==> src/design/mard_pkg.sv <==
// constants and types for the multiply-accumulate and rotate datapath
//------------------------------------------------------------------------
//------------------------------------------------------------------------
package mard_pkg;

    // operation select codes
    localparam logic [1:0] OP_REPEAT_MAC = 2'h0;
    localparam logic [1:0] OP_ROTATE_LEFT_THROUGH_CARRY = 2'h1;
    localparam logic [1:0] OP_ROTATE_RIGHT_THROUGH_CARRY = 2'h2;
    localparam logic [1:0] OP_MULTI_ROT = 2'h3;

    // pointer steps per iteration
    localparam logic [15:0] PTR_STEP_WORD = 16'h0002;
    localparam logic [15:0] PTR_STEP_BYTE = 16'h0001;

    // operand widths and sign bit positions
    localparam int BYTE_MSB = 7;
    localparam int WORD_MSB = 15;

    // flag vector layout for the load port
    localparam int FLAG_C_POS = 0;
    localparam int FLAG_Z_POS = 1;
    localparam int FLAG_S_POS = 2;
    localparam int FLAG_O_POS = 3;

    // reset values
    localparam logic [31:0] ACC_RESET = 32'h0000_0000;
    localparam logic [15:0] REG16_RESET = 16'h0000;
    localparam logic [3:0] FLAGS_RESET = 4'h0;

    typedef enum logic [1:0] {
        MARD_IDLE,
        MARD_FETCH_A,
        MARD_FETCH_B,
        MARD_ACCUM
    } mard_state_t;

endpackage : mard_pkg

==> src/design/mard_datapath.sv <==
// multiply-accumulate and rotate execution datapath
`timescale 1ns/100ps
module mard_datapath
    import mard_pkg::*;
(
    input wire logic mclk, // cpu clock, 25 MHz
    input wire logic rst_n, // synchronous reset, active low
    input wire logic op_start, // one-cycle start pulse
    input wire logic [1:0] op_sel, // operation select code
    input wire logic size_word, // 1 word size, 0 byte size
    input wire logic [31:0] acc_in, // accumulator pair start value
    input wire logic [15:0] mcand_ptr_in, // multiplicand pointer start
    input wire logic [15:0] mplier_ptr_in, // multiplier pointer start
    input wire logic [15:0] count_in, // iteration counter start
    input wire logic [15:0] dest_in, // rotate destination value
    input wire logic [7:0] rot_count, // signed multi-bit rotate count
    input wire logic irq_req, // pending interrupt request level
    input wire logic flag_load, // load flags from flag_wdata
    input wire logic [3:0] flag_wdata, // o,s,z,c flag values
    output logic mem_req, // operand read request
    output logic [15:0] mem_addr, // operand read address
    output logic mem_byte, // byte-size operand read
    input wire logic mem_ack, // read data valid pulse
    input wire logic [15:0] mem_rdata, // read data
    output logic [31:0] accumulator_pair, // accumulator, low is word
    output logic [15:0] multiplicand_pointer, // first operand pointer
    output logic [15:0] multiplier_pointer, // second operand pointer
    output logic [15:0] iteration_counter, // remaining iterations
    output logic [15:0] rot_result, // rotate result, byte in low bits
    output logic flag_s, // sign flag
    output logic flag_z, // zero flag
    output logic flag_c, // carry flag
    output logic flag_o, // overflow flag
    output logic busy, // multiply-accumulate in progress
    output logic op_done, // one-cycle completion pulse
    output logic irq_taken // one-cycle interrupt acceptance pulse
);

    //--------------------------------------------------------------------
    // state and operand registers
    //--------------------------------------------------------------------
    mard_state_t state;
    mard_state_t next_state;
    logic mac_word;
    logic [15:0] operand_a;
    logic [15:0] operand_b;

    //--------------------------------------------------------------------
    // decode of the start request
    //--------------------------------------------------------------------
    wire start_mac = op_start && (state == MARD_IDLE) &&
                     (op_sel == OP_REPEAT_MAC);
    wire start_rot = op_start && (state == MARD_IDLE) &&
                     (op_sel != OP_REPEAT_MAC);

    //--------------------------------------------------------------------
    // multiply-accumulate arithmetic
    //--------------------------------------------------------------------
    // operands are stored sign-extended, so one 16x16 multiplier serves
    // signed product
    wire signed [31:0] product = $signed(operand_a) * $signed(operand_b);
    // byte size accumulates into the low word only
    wire [32:0] acc_ext = mac_word ?
        {accumulator_pair[31], accumulator_pair} :
        {{17{accumulator_pair[15]}}, accumulator_pair[15:0]};
    // one guard bit is enough: a 16x16 product plus a 32-bit sum
    // can never carry two places past bit 31
    wire [32:0] sum = acc_ext + {product[31], product};
    wire ovf_word = sum[32] != sum[31];
    wire ovf_byte = !((&sum[32:15]) || !(|sum[32:15]));
    wire mac_ovf = mac_word ? ovf_word : ovf_byte;
    wire [31:0] acc_next = mac_word ? sum[31:0] :
                           {accumulator_pair[31:16], sum[15:0]};
    wire [15:0] ptr_step = mac_word ? PTR_STEP_WORD : PTR_STEP_BYTE;
    wire [15:0] count_dec = iteration_counter - 16'h0001;
    wire last_iter = (count_dec == 16'h0000);

    // byte reads sign-extend the low lane
    wire [15:0] rdata_ext = mac_word ? mem_rdata :
                            {{8{mem_rdata[BYTE_MSB]}}, mem_rdata[7:0]};

    //--------------------------------------------------------------------
    // one-bit rotates through carry
    //--------------------------------------------------------------------
    // operand width
    wire msb_in = size_word ? dest_in[WORD_MSB] : dest_in[BYTE_MSB];
    wire [15:0] rotate_left_through_carry_val = size_word ? {dest_in[14:0], flag_c} :
                           {8'h00, dest_in[6:0], flag_c};
    wire [15:0] rotate_right_through_carry_val = size_word ? {flag_c, dest_in[15:1]} :
                           {8'h00, flag_c, dest_in[7:1]};

    //--------------------------------------------------------------------
    // multi-bit rotate
    //--------------------------------------------------------------------
    // sign gives direction
    wire rot_right = rot_count[7];
    wire [7:0] rot_mag = rot_right ? (8'h00 - rot_count) : rot_count;
    // counts beyond the honoured range give an arbitrary but stable result
    // word range
    wire [4:0] rot_sh = rot_mag[4:0];
    wire rot_zero = (rot_count == 8'h00);
    // doubled operands let a full-width count fall out of the shifter
    // with no special case, at the price of a wider shift
    wire [15:0] byte_dbl = {dest_in[7:0], dest_in[7:0]};
    wire [31:0] word_dbl = {dest_in, dest_in};
    wire [15:0] byte_left = byte_dbl << rot_sh;
    wire [15:0] byte_right = byte_dbl >> rot_sh;
    wire [31:0] word_left = word_dbl << rot_sh;
    wire [31:0] word_right = word_dbl >> rot_sh;
    wire [15:0] rot_byte = {8'h00, rot_right ? byte_right[7:0] :
                                               byte_left[15:8]};
    wire [15:0] rot_word = rot_right ? word_right[15:0] : word_left[31:16];
    wire [15:0] mrot_val = size_word ? rot_word : rot_byte;
    // last bit out lands at the far end
    wire mrot_c = rot_right ? (size_word ? mrot_val[WORD_MSB] :
                                           mrot_val[BYTE_MSB]) :
                              mrot_val[0];

    //--------------------------------------------------------------------
    // rotate result and flag selection
    //--------------------------------------------------------------------
    wire [15:0] rot_val = (op_sel == OP_ROTATE_LEFT_THROUGH_CARRY) ? rotate_left_through_carry_val :
                          (op_sel == OP_ROTATE_RIGHT_THROUGH_CARRY) ? rotate_right_through_carry_val : mrot_val;
    wire rot_c = (op_sel == OP_ROTATE_LEFT_THROUGH_CARRY) ? msb_in :
                 (op_sel == OP_ROTATE_RIGHT_THROUGH_CARRY) ? dest_in[0] : mrot_c;
    wire rot_s = size_word ? rot_val[WORD_MSB] : rot_val[BYTE_MSB];
    wire rot_z = (rot_val == 16'h0000);
    wire rot_noop = (op_sel == OP_MULTI_ROT) && rot_zero;
    // a no-op still trims a byte operand, so the upper lane stays zero
    wire [15:0] dest_sized = size_word ? dest_in :
                             {8'h00, dest_in[BYTE_MSB:0]};

    //--------------------------------------------------------------------
    // memory request decode
    //--------------------------------------------------------------------
    // address is taken from the registered pointers, never from the adder,
    // so mem_addr holds steady through any number of wait states
    // a slow memory only stretches the fetch states; nothing times out,
    // so an answer that never comes leaves the block busy for good
    assign mem_req = (state == MARD_FETCH_A) || (state == MARD_FETCH_B);
    assign mem_addr = (state == MARD_FETCH_B) ? multiplier_pointer :
                                                multiplicand_pointer;
    assign mem_byte = !mac_word;
    assign busy = (state != MARD_IDLE);

    //--------------------------------------------------------------------
    // next state
    //--------------------------------------------------------------------
    // one iteration visits fetch a, fetch b and accumulate in turn;
    // the accumulate cycle is the only place where the loop may end
    always_comb begin
        next_state = state;
        case (state)
            MARD_IDLE: begin
                if (start_mac && (count_in != 16'h0000)) begin
                    next_state = MARD_FETCH_A;
                end
            end
            MARD_FETCH_A: begin
                if (mem_ack) begin
                    next_state = MARD_FETCH_B;
                end
            end
            MARD_FETCH_B: begin
                if (mem_ack) begin
                    next_state = MARD_ACCUM;
                end
            end
            MARD_ACCUM: begin
                // interrupt only at the iteration boundary
                // overflow outranks an interrupt so the flag is never lost
                if (mac_ovf || last_iter || irq_req) begin
                    next_state = MARD_IDLE;
                end else begin
                    next_state = MARD_FETCH_A;
                end
            end
            default: begin
                next_state = MARD_IDLE;
            end
        endcase
    end

    // state register
    always_ff @(posedge mclk) begin
        if (!rst_n) begin
            state <= MARD_IDLE;
        end else begin
            state <= next_state;
        end
    end

    //--------------------------------------------------------------------
    // operand capture
    //--------------------------------------------------------------------
    always_ff @(posedge mclk) begin
        if (!rst_n) begin
            operand_a <= REG16_RESET;
            operand_b <= REG16_RESET;
        end else begin
            // held operands keep the multiplier steady while accumulating
            if ((state == MARD_FETCH_A) && mem_ack) begin
                operand_a <= rdata_ext;
            end
            if ((state == MARD_FETCH_B) && mem_ack) begin
                operand_b <= rdata_ext;
            end
        end
    end

    //--------------------------------------------------------------------
    // accumulator, pointers and counter
    //--------------------------------------------------------------------
    // the accumulator is loaded at each start and cleared only by reset: software owns its start
    always_ff @(posedge mclk) begin
        if (!rst_n) begin
            accumulator_pair <= ACC_RESET;
            multiplicand_pointer <= REG16_RESET;
            multiplier_pointer <= REG16_RESET;
            iteration_counter <= REG16_RESET;
            mac_word <= 1'b0;
        end else if (start_mac) begin
            accumulator_pair <= acc_in;
            multiplicand_pointer <= mcand_ptr_in;
            multiplier_pointer <= mplier_ptr_in;
            iteration_counter <= count_in;
            mac_word <= size_word;
        end else if (state == MARD_ACCUM) begin
            accumulator_pair <= acc_next;
            multiplicand_pointer <= multiplicand_pointer + ptr_step;
            multiplier_pointer <= multiplier_pointer + ptr_step;
            iteration_counter <= count_dec;
        end
    end

    //--------------------------------------------------------------------
    // flags and rotate result
    //--------------------------------------------------------------------
    // a flag load from the core yields to an accumulate cycle or a rotate start in the same cycle
    always_ff @(posedge mclk) begin
        if (!rst_n) begin
            {flag_o, flag_s, flag_z, flag_c} <= FLAGS_RESET;
            rot_result <= REG16_RESET;
        end else if (state == MARD_ACCUM) begin
            flag_o <= mac_ovf;
        end else if (start_rot) begin
            if (rot_noop) begin
                rot_result <= dest_sized;
            end else begin
                rot_result <= rot_val;
                flag_c <= rot_c;
                flag_z <= rot_z;
                flag_s <= rot_s;
            end
        end else if (flag_load) begin
            flag_c <= flag_wdata[FLAG_C_POS];
            flag_z <= flag_wdata[FLAG_Z_POS];
            flag_s <= flag_wdata[FLAG_S_POS];
            flag_o <= flag_wdata[FLAG_O_POS];
        end
    end

    //--------------------------------------------------------------------
    // completion and interrupt pulses
    //--------------------------------------------------------------------
    wire mac_stop = (state == MARD_ACCUM) && (mac_ovf || last_iter);
    wire irq_stop = (state == MARD_ACCUM) && !mac_ovf && !last_iter &&
                    irq_req;
    wire mac_skip = start_mac && (count_in == 16'h0000);

    // done pulse, one cycle after the accumulate cycle or the start
    always_ff @(posedge mclk) begin
        if (!rst_n) begin
            op_done <= 1'b0;
        end else begin
            op_done <= mac_stop || mac_skip || start_rot;
        end
    end

    // interrupt pulse; never together with done, as irq_stop excludes it
    always_ff @(posedge mclk) begin
        if (!rst_n) begin
            irq_taken <= 1'b0;
        end else begin
            irq_taken <= irq_stop;
        end
    end

endmodule // mard_datapath

==> config.mk <==
export PLATFORM = sky130hd
export DESIGN_NAME = mard_datapath
export DESIGN_NICKNAME = d
export VERILOG_FILES = /design/src/design/mard_pkg.sv /design/src/design/mard_datapath.sv
export SDC_FILE = /design/constraint.sdc
export NUM_CORES = 1
export LEC_CHECK = 0
export ABC_AREA = 1
export BUFFER_PORTS_ARGS = -buffer_cell sky130_fd_sc_hd__buf_2
export CAP_MARGIN = 15
export CORE_MARGIN = 3
export CORE_UTILIZATION = 30
export CTS_CLUSTER_DIAMETER = 80
export CTS_CLUSTER_SIZE = 12
export DETAILED_ROUTE_END_ITERATION = 10
export PLACE_DENSITY = 0.47
export REMOVE_ABC_BUFFERS = 1
export SYNTH_ARGS = -nofsm -noshare
export SYNTH_HDL_FRONTEND = slang
export SYNTH_SLANG_ARGS = --single-unit
==> constraint.sdc <==
create_clock -name mclk -period 7.9 [get_ports mclk]
set_input_delay 0.395 -clock mclk [delete_from_list [all_inputs] [get_ports mclk]]
set_output_delay 0.395 -clock mclk [all_outputs]
set_load 0.02 [all_outputs]
Word-level counts from Yosys, hierarchy flattened

Index checks and enable logic that the tools add are counted.

Equality and inequality tests: 12
Bitwise logic cells: 1
$add $sub $neg: 5
Shift-type cells: 4
$mul: 1
Reductions and logical operators: 43
Muxes and demuxes: 47

Operators by type and width:

| operator              | number |
|---|---|
| $mux 16               | 16 |
| $mux 32               | 3 |
| $logic_not 16->1      | 3 |
| $add 33x33->33        | 1 |
| $mux 33               | 1 |
| $add 16x2->16         | 2 |
| $mul 16x16->32        | 1 |
| $shl 32x5->32         | 1 |
| $shr 32x5->16         | 1 |
| $mux 1                | 20 |
| $reduce_and 18->1     | 1 |
| $reduce_or 18->1      | 1 |
| $reduce_bool 16->1    | 1 |
| $shl 16x5->16         | 1 |
| $shr 16x5->8          | 1 |
| $sub 16x1->16 const B | 1 |
| $logic_and 1x1->1     | 12 |
| $reduce_bool 2->1     | 6 |
| $eq 2x2->1 const B    | 4 |
| $logic_not 8->1       | 1 |
| $mux 2                | 4 |
| $mux 8                | 1 |
| $pmux 2 s4            | 1 |
| $logic_or 1x1->1      | 6 |
| 11 further kinds      | 23 |

Logic and storage cells: 129
Register bits: 137
Input port bits: 133
Output and inout bits: 121

Longest topological paths before layout

Depth in word-level cells: 11
Mapped depth: 49
Depth with buffers taken out: 47

Worst setup path before layout

No wires, ideal clock.

Path type: register -> register
Start: register operand_a[11]
End: register state[0]
Library setup time: 0.064 ns
Cell stages (with the launch flop): 44
Path slack: 0.038 ns
Data arrival time: 7.798 ns
Path through: dfxtp_1 > clkbuf_1 > clkbuf_1 > nand2_1 > fa_1 > fa_1 > fa_1 > inv_1 > fa_1 > fa_1 > inv_1 > fa_1 > inv_1 > ha_1 > a21oi_1 > inv_1 > a21oi_1 > o21bai_1 > [... 8 more ...] > nor2_1 > nand2_1 > a21oi_1 > nand2_1 > a2111oi_0 > a21oi_1 > inv_1 > ha_1 > nand3_1 > nor2_1 > nand2_1 > nor2_1 > nand2_1 > nand3_1 > nand4_1 > nor2_1 > nor2_1 > nor2_1

Longest elaborated chain between the ends: 11
Elaborated cells between the ends (all ways): 13
Those cells by class: add/sub: 1; mul: 1; eq/ne: 1; mux: 3; reduce/logical: 7

RTL lines:

| item                            | RTL line             | RTL |
|---|---|---|
| start: declaration              | mard_datapath.sv:45  | `logic [15:0] operand_a;` |
| start signal: assignment        | mard_datapath.sv:203 | `operand_a <= rdata_ext;` |
| $mul 16x16->32 *                | mard_datapath.sv:61  | `wire signed [31:0] product = $signed(operand_a) * $signed(operand_b);` |
| $add 33x33->33 *                | mard_datapath.sv:68  | `wire [32:0] sum = acc_ext + {product[31], product};` |
| $reduce_or 18->1                | mard_datapath.sv:70  | `wire ovf_byte = !((&sum[32:15]) \|\| !(\|sum[32:15]));` |
| $logic_not 1->1                 | mard_datapath.sv:70  |  |
| $logic_or 1x1->1                | mard_datapath.sv:70  |  |
| $logic_not 1->1                 | mard_datapath.sv:70  |  |
| $mux 1 *                        | mard_datapath.sv:71  | `wire mac_ovf = mac_word ? ovf_word : ovf_byte;` |
| $logic_or 1x1->1 * (2 in a row) | mard_datapath.sv:172 | `if (mac_ovf \|\| last_iter \|\| irq_req) begin` |
| $mux 1 *                        | mard_datapath.sv:172 |  |
| $pmux 2 s4 *                    | mard_datapath.sv:153 | `case (state)` |
| end signal: assignment          | mard_datapath.sv:189 | `state <= next_state;` |
| end: declaration                | mard_datapath.sv:42  | `mard_state_t state;` |

Every way passes the cells marked *; elsewhere a longest branch is shown, timed or not.
A chain may end at the register's enable or synchronous reset.

Worst setup path after layout

Start: register operand_a[6]
End: register op_done

Longest elaborated chain between the ends: 11
Elaborated cells between the ends (all ways): 13
Those cells by class: add/sub: 1; mul: 1; eq/ne: 1; mux: 1; reduce/logical: 9

RTL lines:

| item                            | RTL line             | RTL |
|---|---|---|
| $mul 16x16->32 *                | mard_datapath.sv:61  |  |
| $add 33x33->33 *                | mard_datapath.sv:68  |  |
| $reduce_or 18->1                | mard_datapath.sv:70  |  |
| $logic_not 1->1                 | mard_datapath.sv:70  |  |
| $logic_or 1x1->1                | mard_datapath.sv:70  |  |
| $logic_not 1->1                 | mard_datapath.sv:70  |  |
| $mux 1 *                        | mard_datapath.sv:71  |  |
| $logic_or 1x1->1 *              | mard_datapath.sv:266 | `wire mac_stop = (state == MARD_ACCUM) && (mac_ovf \|\| last_iter);` |
| $logic_and 1x1->1 *             | mard_datapath.sv:266 |  |
| $logic_or 1x1->1 * (2 in a row) | mard_datapath.sv:276 | `op_done <= mac_stop \|\| mac_skip \|\| start_rot;` |
| end signal: assignment          | mard_datapath.sv:276 |  |
| end: declaration                | mard_datapath.sv:35  | `output logic op_done,` |

Marked as above.

==> impl_metrics.json <==
{
  "crit_top_cell": "fa_1",
  "p_sw_w": 0.00242,
  "vias_per_cell": 4.72,
  "first_iter_violations": 1543,
  "path_buf_inv": 6,
  "grt_overflow": 0,
  "cp_top_family": "adder cells",
  "synthFlopType": "dfxtp_1",
  "finalCritPeriodShare_pct": 97.6,
  "wl_per_cell_um": 17.0,
  "dr.pass1.iters": 6,
  "yosys_warnings": 0,
  "ant_nets": 0,
  "synth_common_cells": "nand2_1 (1093), inv_1 (594), nor2_1 (266), fa_1 (265), a21oi_1 (190)",
  "peakVddDrop_mv": 0.178,
  "hold_path.class": "in -> reg",
  "leakagePower_nw": 14.0,
  "power.share.clock_pct": 18.9,
  "cts_hold_buf": 0,
  "fp.dieH_um": 279,
  "slew-limit-headroom_pct": 23.2,
  "synth_most_common_cell": "nand2_1",
  "reg2reg_slack_ns": 0.19,
  "die_area_um2": 78000,
  "worst_pin_slew_ns": 1.15,
  "dp_hpwl_um": 66600,
  "slew_violations": 0,
  "synth_edf_count": 0,
  "yosys-top-cells-area": "fa_1 (24%), nand2_1 (18%), dfxtp_1 (12%)",
  "drive_gt1_share_pct": 19.4,
  "critPathKind": "reg -> reg",
  "avgSynthCellArea_um2": 6.50,
  "swShare_pct": 48.0,
  "gp_congestion": 0.882,
  "synthCells": 3450,
  "antenna_found_initial": 6,
  "synthArstFlopShare_pct": 0,
  "initial_core_util_pct": 30.5,
  "synth.cell_area_um2": 22400,
  "num_vias": 22800,
  "io_buffers": 253,
  "die_w_um": 279,
  "top_layer": "met4",
  "powerDensity_nw_per_um2": 182,
  "critPathSlowestCell": "fa_1",
  "path_clk_slew_ns": 0.07,
  "final_area_um2": 27800,
  "synth_top_area_share_pct": 23.7,
  "syn_to_final_growth_pct": 23.9,
  "critical_path.max_stage_delay_ns": 0.58,
  "finalWirelength_um": 82100,
  "wl_met1_um": 39900,
  "cts_tree": "yes",
  "drc_errors": 0,
  "cts_buffer_depth": 2,
  "path_max_fanout": 7,
  "cts_sinks": 137,
  "synth-seq-cells": 137,
  "power.internal_w": 0.00262,
  "seq_power_share_pct": 18.5,
  "cp.required_ns": 8.24,
  "crit_path_end_kind": "flop",
  "hold_viol": 0,
  "grt_pass1_vias": 21700,
  "cts_htree_levels": 4,
  "fin_crit_ns": 7.71,
  "cts_buffers": 17,
  "ys_seq_area_share_pct": 12.2,
  "place_area_um2": 26200,
  "p_comb_share_pct": 62.6,
  "cts_root_buf": "clkbuf_16",
  "grt_start_max_net_pins": 72,
  "setup_violations": 0,
  "cap_violations": 0,
  "fmax_ghz": 0.130,
  "core-area_um2": 73500,
  "rows": 99,
  "grt_pass1_wl_um": 126000,
  "crit_arrival_ns": 8.05,
  "io_pins": 254,
  "holdWs_ns": 0.162,
  "route.met3.wl_um": 2950,
  "dr_wl_met2_um": 37800,
  "synth_cell_types": 48,
  "clkLatencyLatePin_ns": 0.49,
  "worst_setup_path_start_kind": "flop",
  "status": "completed",
  "yosysTopAreaCell": "fa_1",
  "skew_ns": 0.0156,
  "fin_nets": 4365,
  "rsz0062_at_grt": "yes",
  "grt_usage_pct": 20.7
}
worst reg2reg max path, delay by kind of cell (launching register included):
kind                     cells  cell delay (ns)
AO/OA/AOI/OAI                9             1.38
AND/OR/NAND/NOR             12             1.16
adder cells (fa/ha/maj)      9             3.74
buffers and inverters        6             0.60
XOR/XNOR                     2             0.35
flip-flops                   1             0.37
through the flow:
| step | TNS [ns] | util (%) | power [W] | setup WS, ns | std cells |
|---|---|---|---|---|---|
| after global routing | -0.908 | 37.8 | 0.00544 | -0.306 | 4814 |
| after CTS | 0 | 36.7 | 0.00488 | 0.00745 | 4782 |
| final | 0 | 37.8 | 0.00504 | 0.191 | 4816 |
| after detailed placement | -1.48 | 35.6 | 0.00386 | -0.401 | 4746 |
| after floorplan | 0 | - | 0.00257 | 0.226 | 3289 |
| after global placement | -1.09 | 35.6 | 0.00387 | -0.315 | 4746 |
logic make-up after synthesis:
group / Yosys count / synth area share [%]
AND/OR/NAND/NOR: 1590 / 28.4
buffers and inverters: 765 / 13.4
AO/OA/AOI/OAI: 484 / 12.0
adder cells (fa/ha/maj): 393 / 30.8
flip-flops: 137 / 12.2
XOR/XNOR: 79 / 3.09
multiplexers: 2 / 0.100
area by class of cell:
cell class | instances | area, um^2
Fill cell | 8126 | 45700
Multi-Input combinational cell | 2548 | 17300
Clock inverter | 13 | 205
Tap cell | 959 | 1200
Timing Repair Buffer | 531 | 3560
Sequential cell | 137 | 2810
Clock buffer | 19 | 443
Antenna cell | 5 | 12.5
Inverter | 604 | 2270
registers in the layout, indices dropped and copies added, names as in the netlist, 2 cells and up:
signal and flops:
operand_b 16, multiplier_pointer 16, rot_result 16, multiplicand_pointer 16
accumulator_pair 32, iteration_counter 16, state 2, operand_a 16
per-layer routing:
layer  track usage [%]  vias up
met1              30.0    10800
met3              2.18       59
met5                 0        -
li1                  -    11400
met4              4.97        0
met2              33.1      456
power by group through the flow:
| stage | clock network (W) | logic, W | registers [W] |
|---|---|---|---|
| finish | 0.000951 | 0.00316 | 0.000933 |
| global route | 0.000996 | 0.00349 | 0.000948 |
| detailed placement | 0 | 0.00293 | 0.000936 |
| global placement | 0 | 0.00294 | 0.000936 |
| floorplan | 0 | 0.00156 | 0.00100 |
| CTS | 0.000978 | 0.00297 | 0.000924 |
layout by cell type (no fill, tap or decap), types with 111 or more instances in the layout:
| cell | count |
|---|---|
| a21oi_1 | 167 |
| buf_2 | 253 |
| buf_4 | 254 |
| dfxtp_1 | 111 |
| fa_1 | 257 |
| inv_1 | 575 |
| nand2_1 | 1067 |
| nand3_1 | 141 |
| nor2_1 | 256 |
| o21ai_0 | 153 |
path summary, 6_finish.rpt:
check / start / to / depth (start not counted)
worst max-delay path: operand_a[6]$_SDFFE_PN0P_ / op_done$_SDFF_PN0_ / 38
worst max register to register: operand_a[6]$_SDFFE_PN0P_ / op_done$_SDFF_PN0_ / 38
worst min-delay path: irq_req / irq_taken$_SDFF_PN0_ / 3
worst min register to register: rot_result[4]$_SDFFE_PN0P_ / rot_result[4]$_SDFFE_PN0P_ / 2
what timing repair did:
item | in CTS | in global routing
endpoints found under the setup margin | 4 | 4
resized for setup | 49 | 146
cloned | 0 | 1
pin swaps | 12 | 70
buffers inserted | 4 | 28
Power figures use the tool's default switching activity.
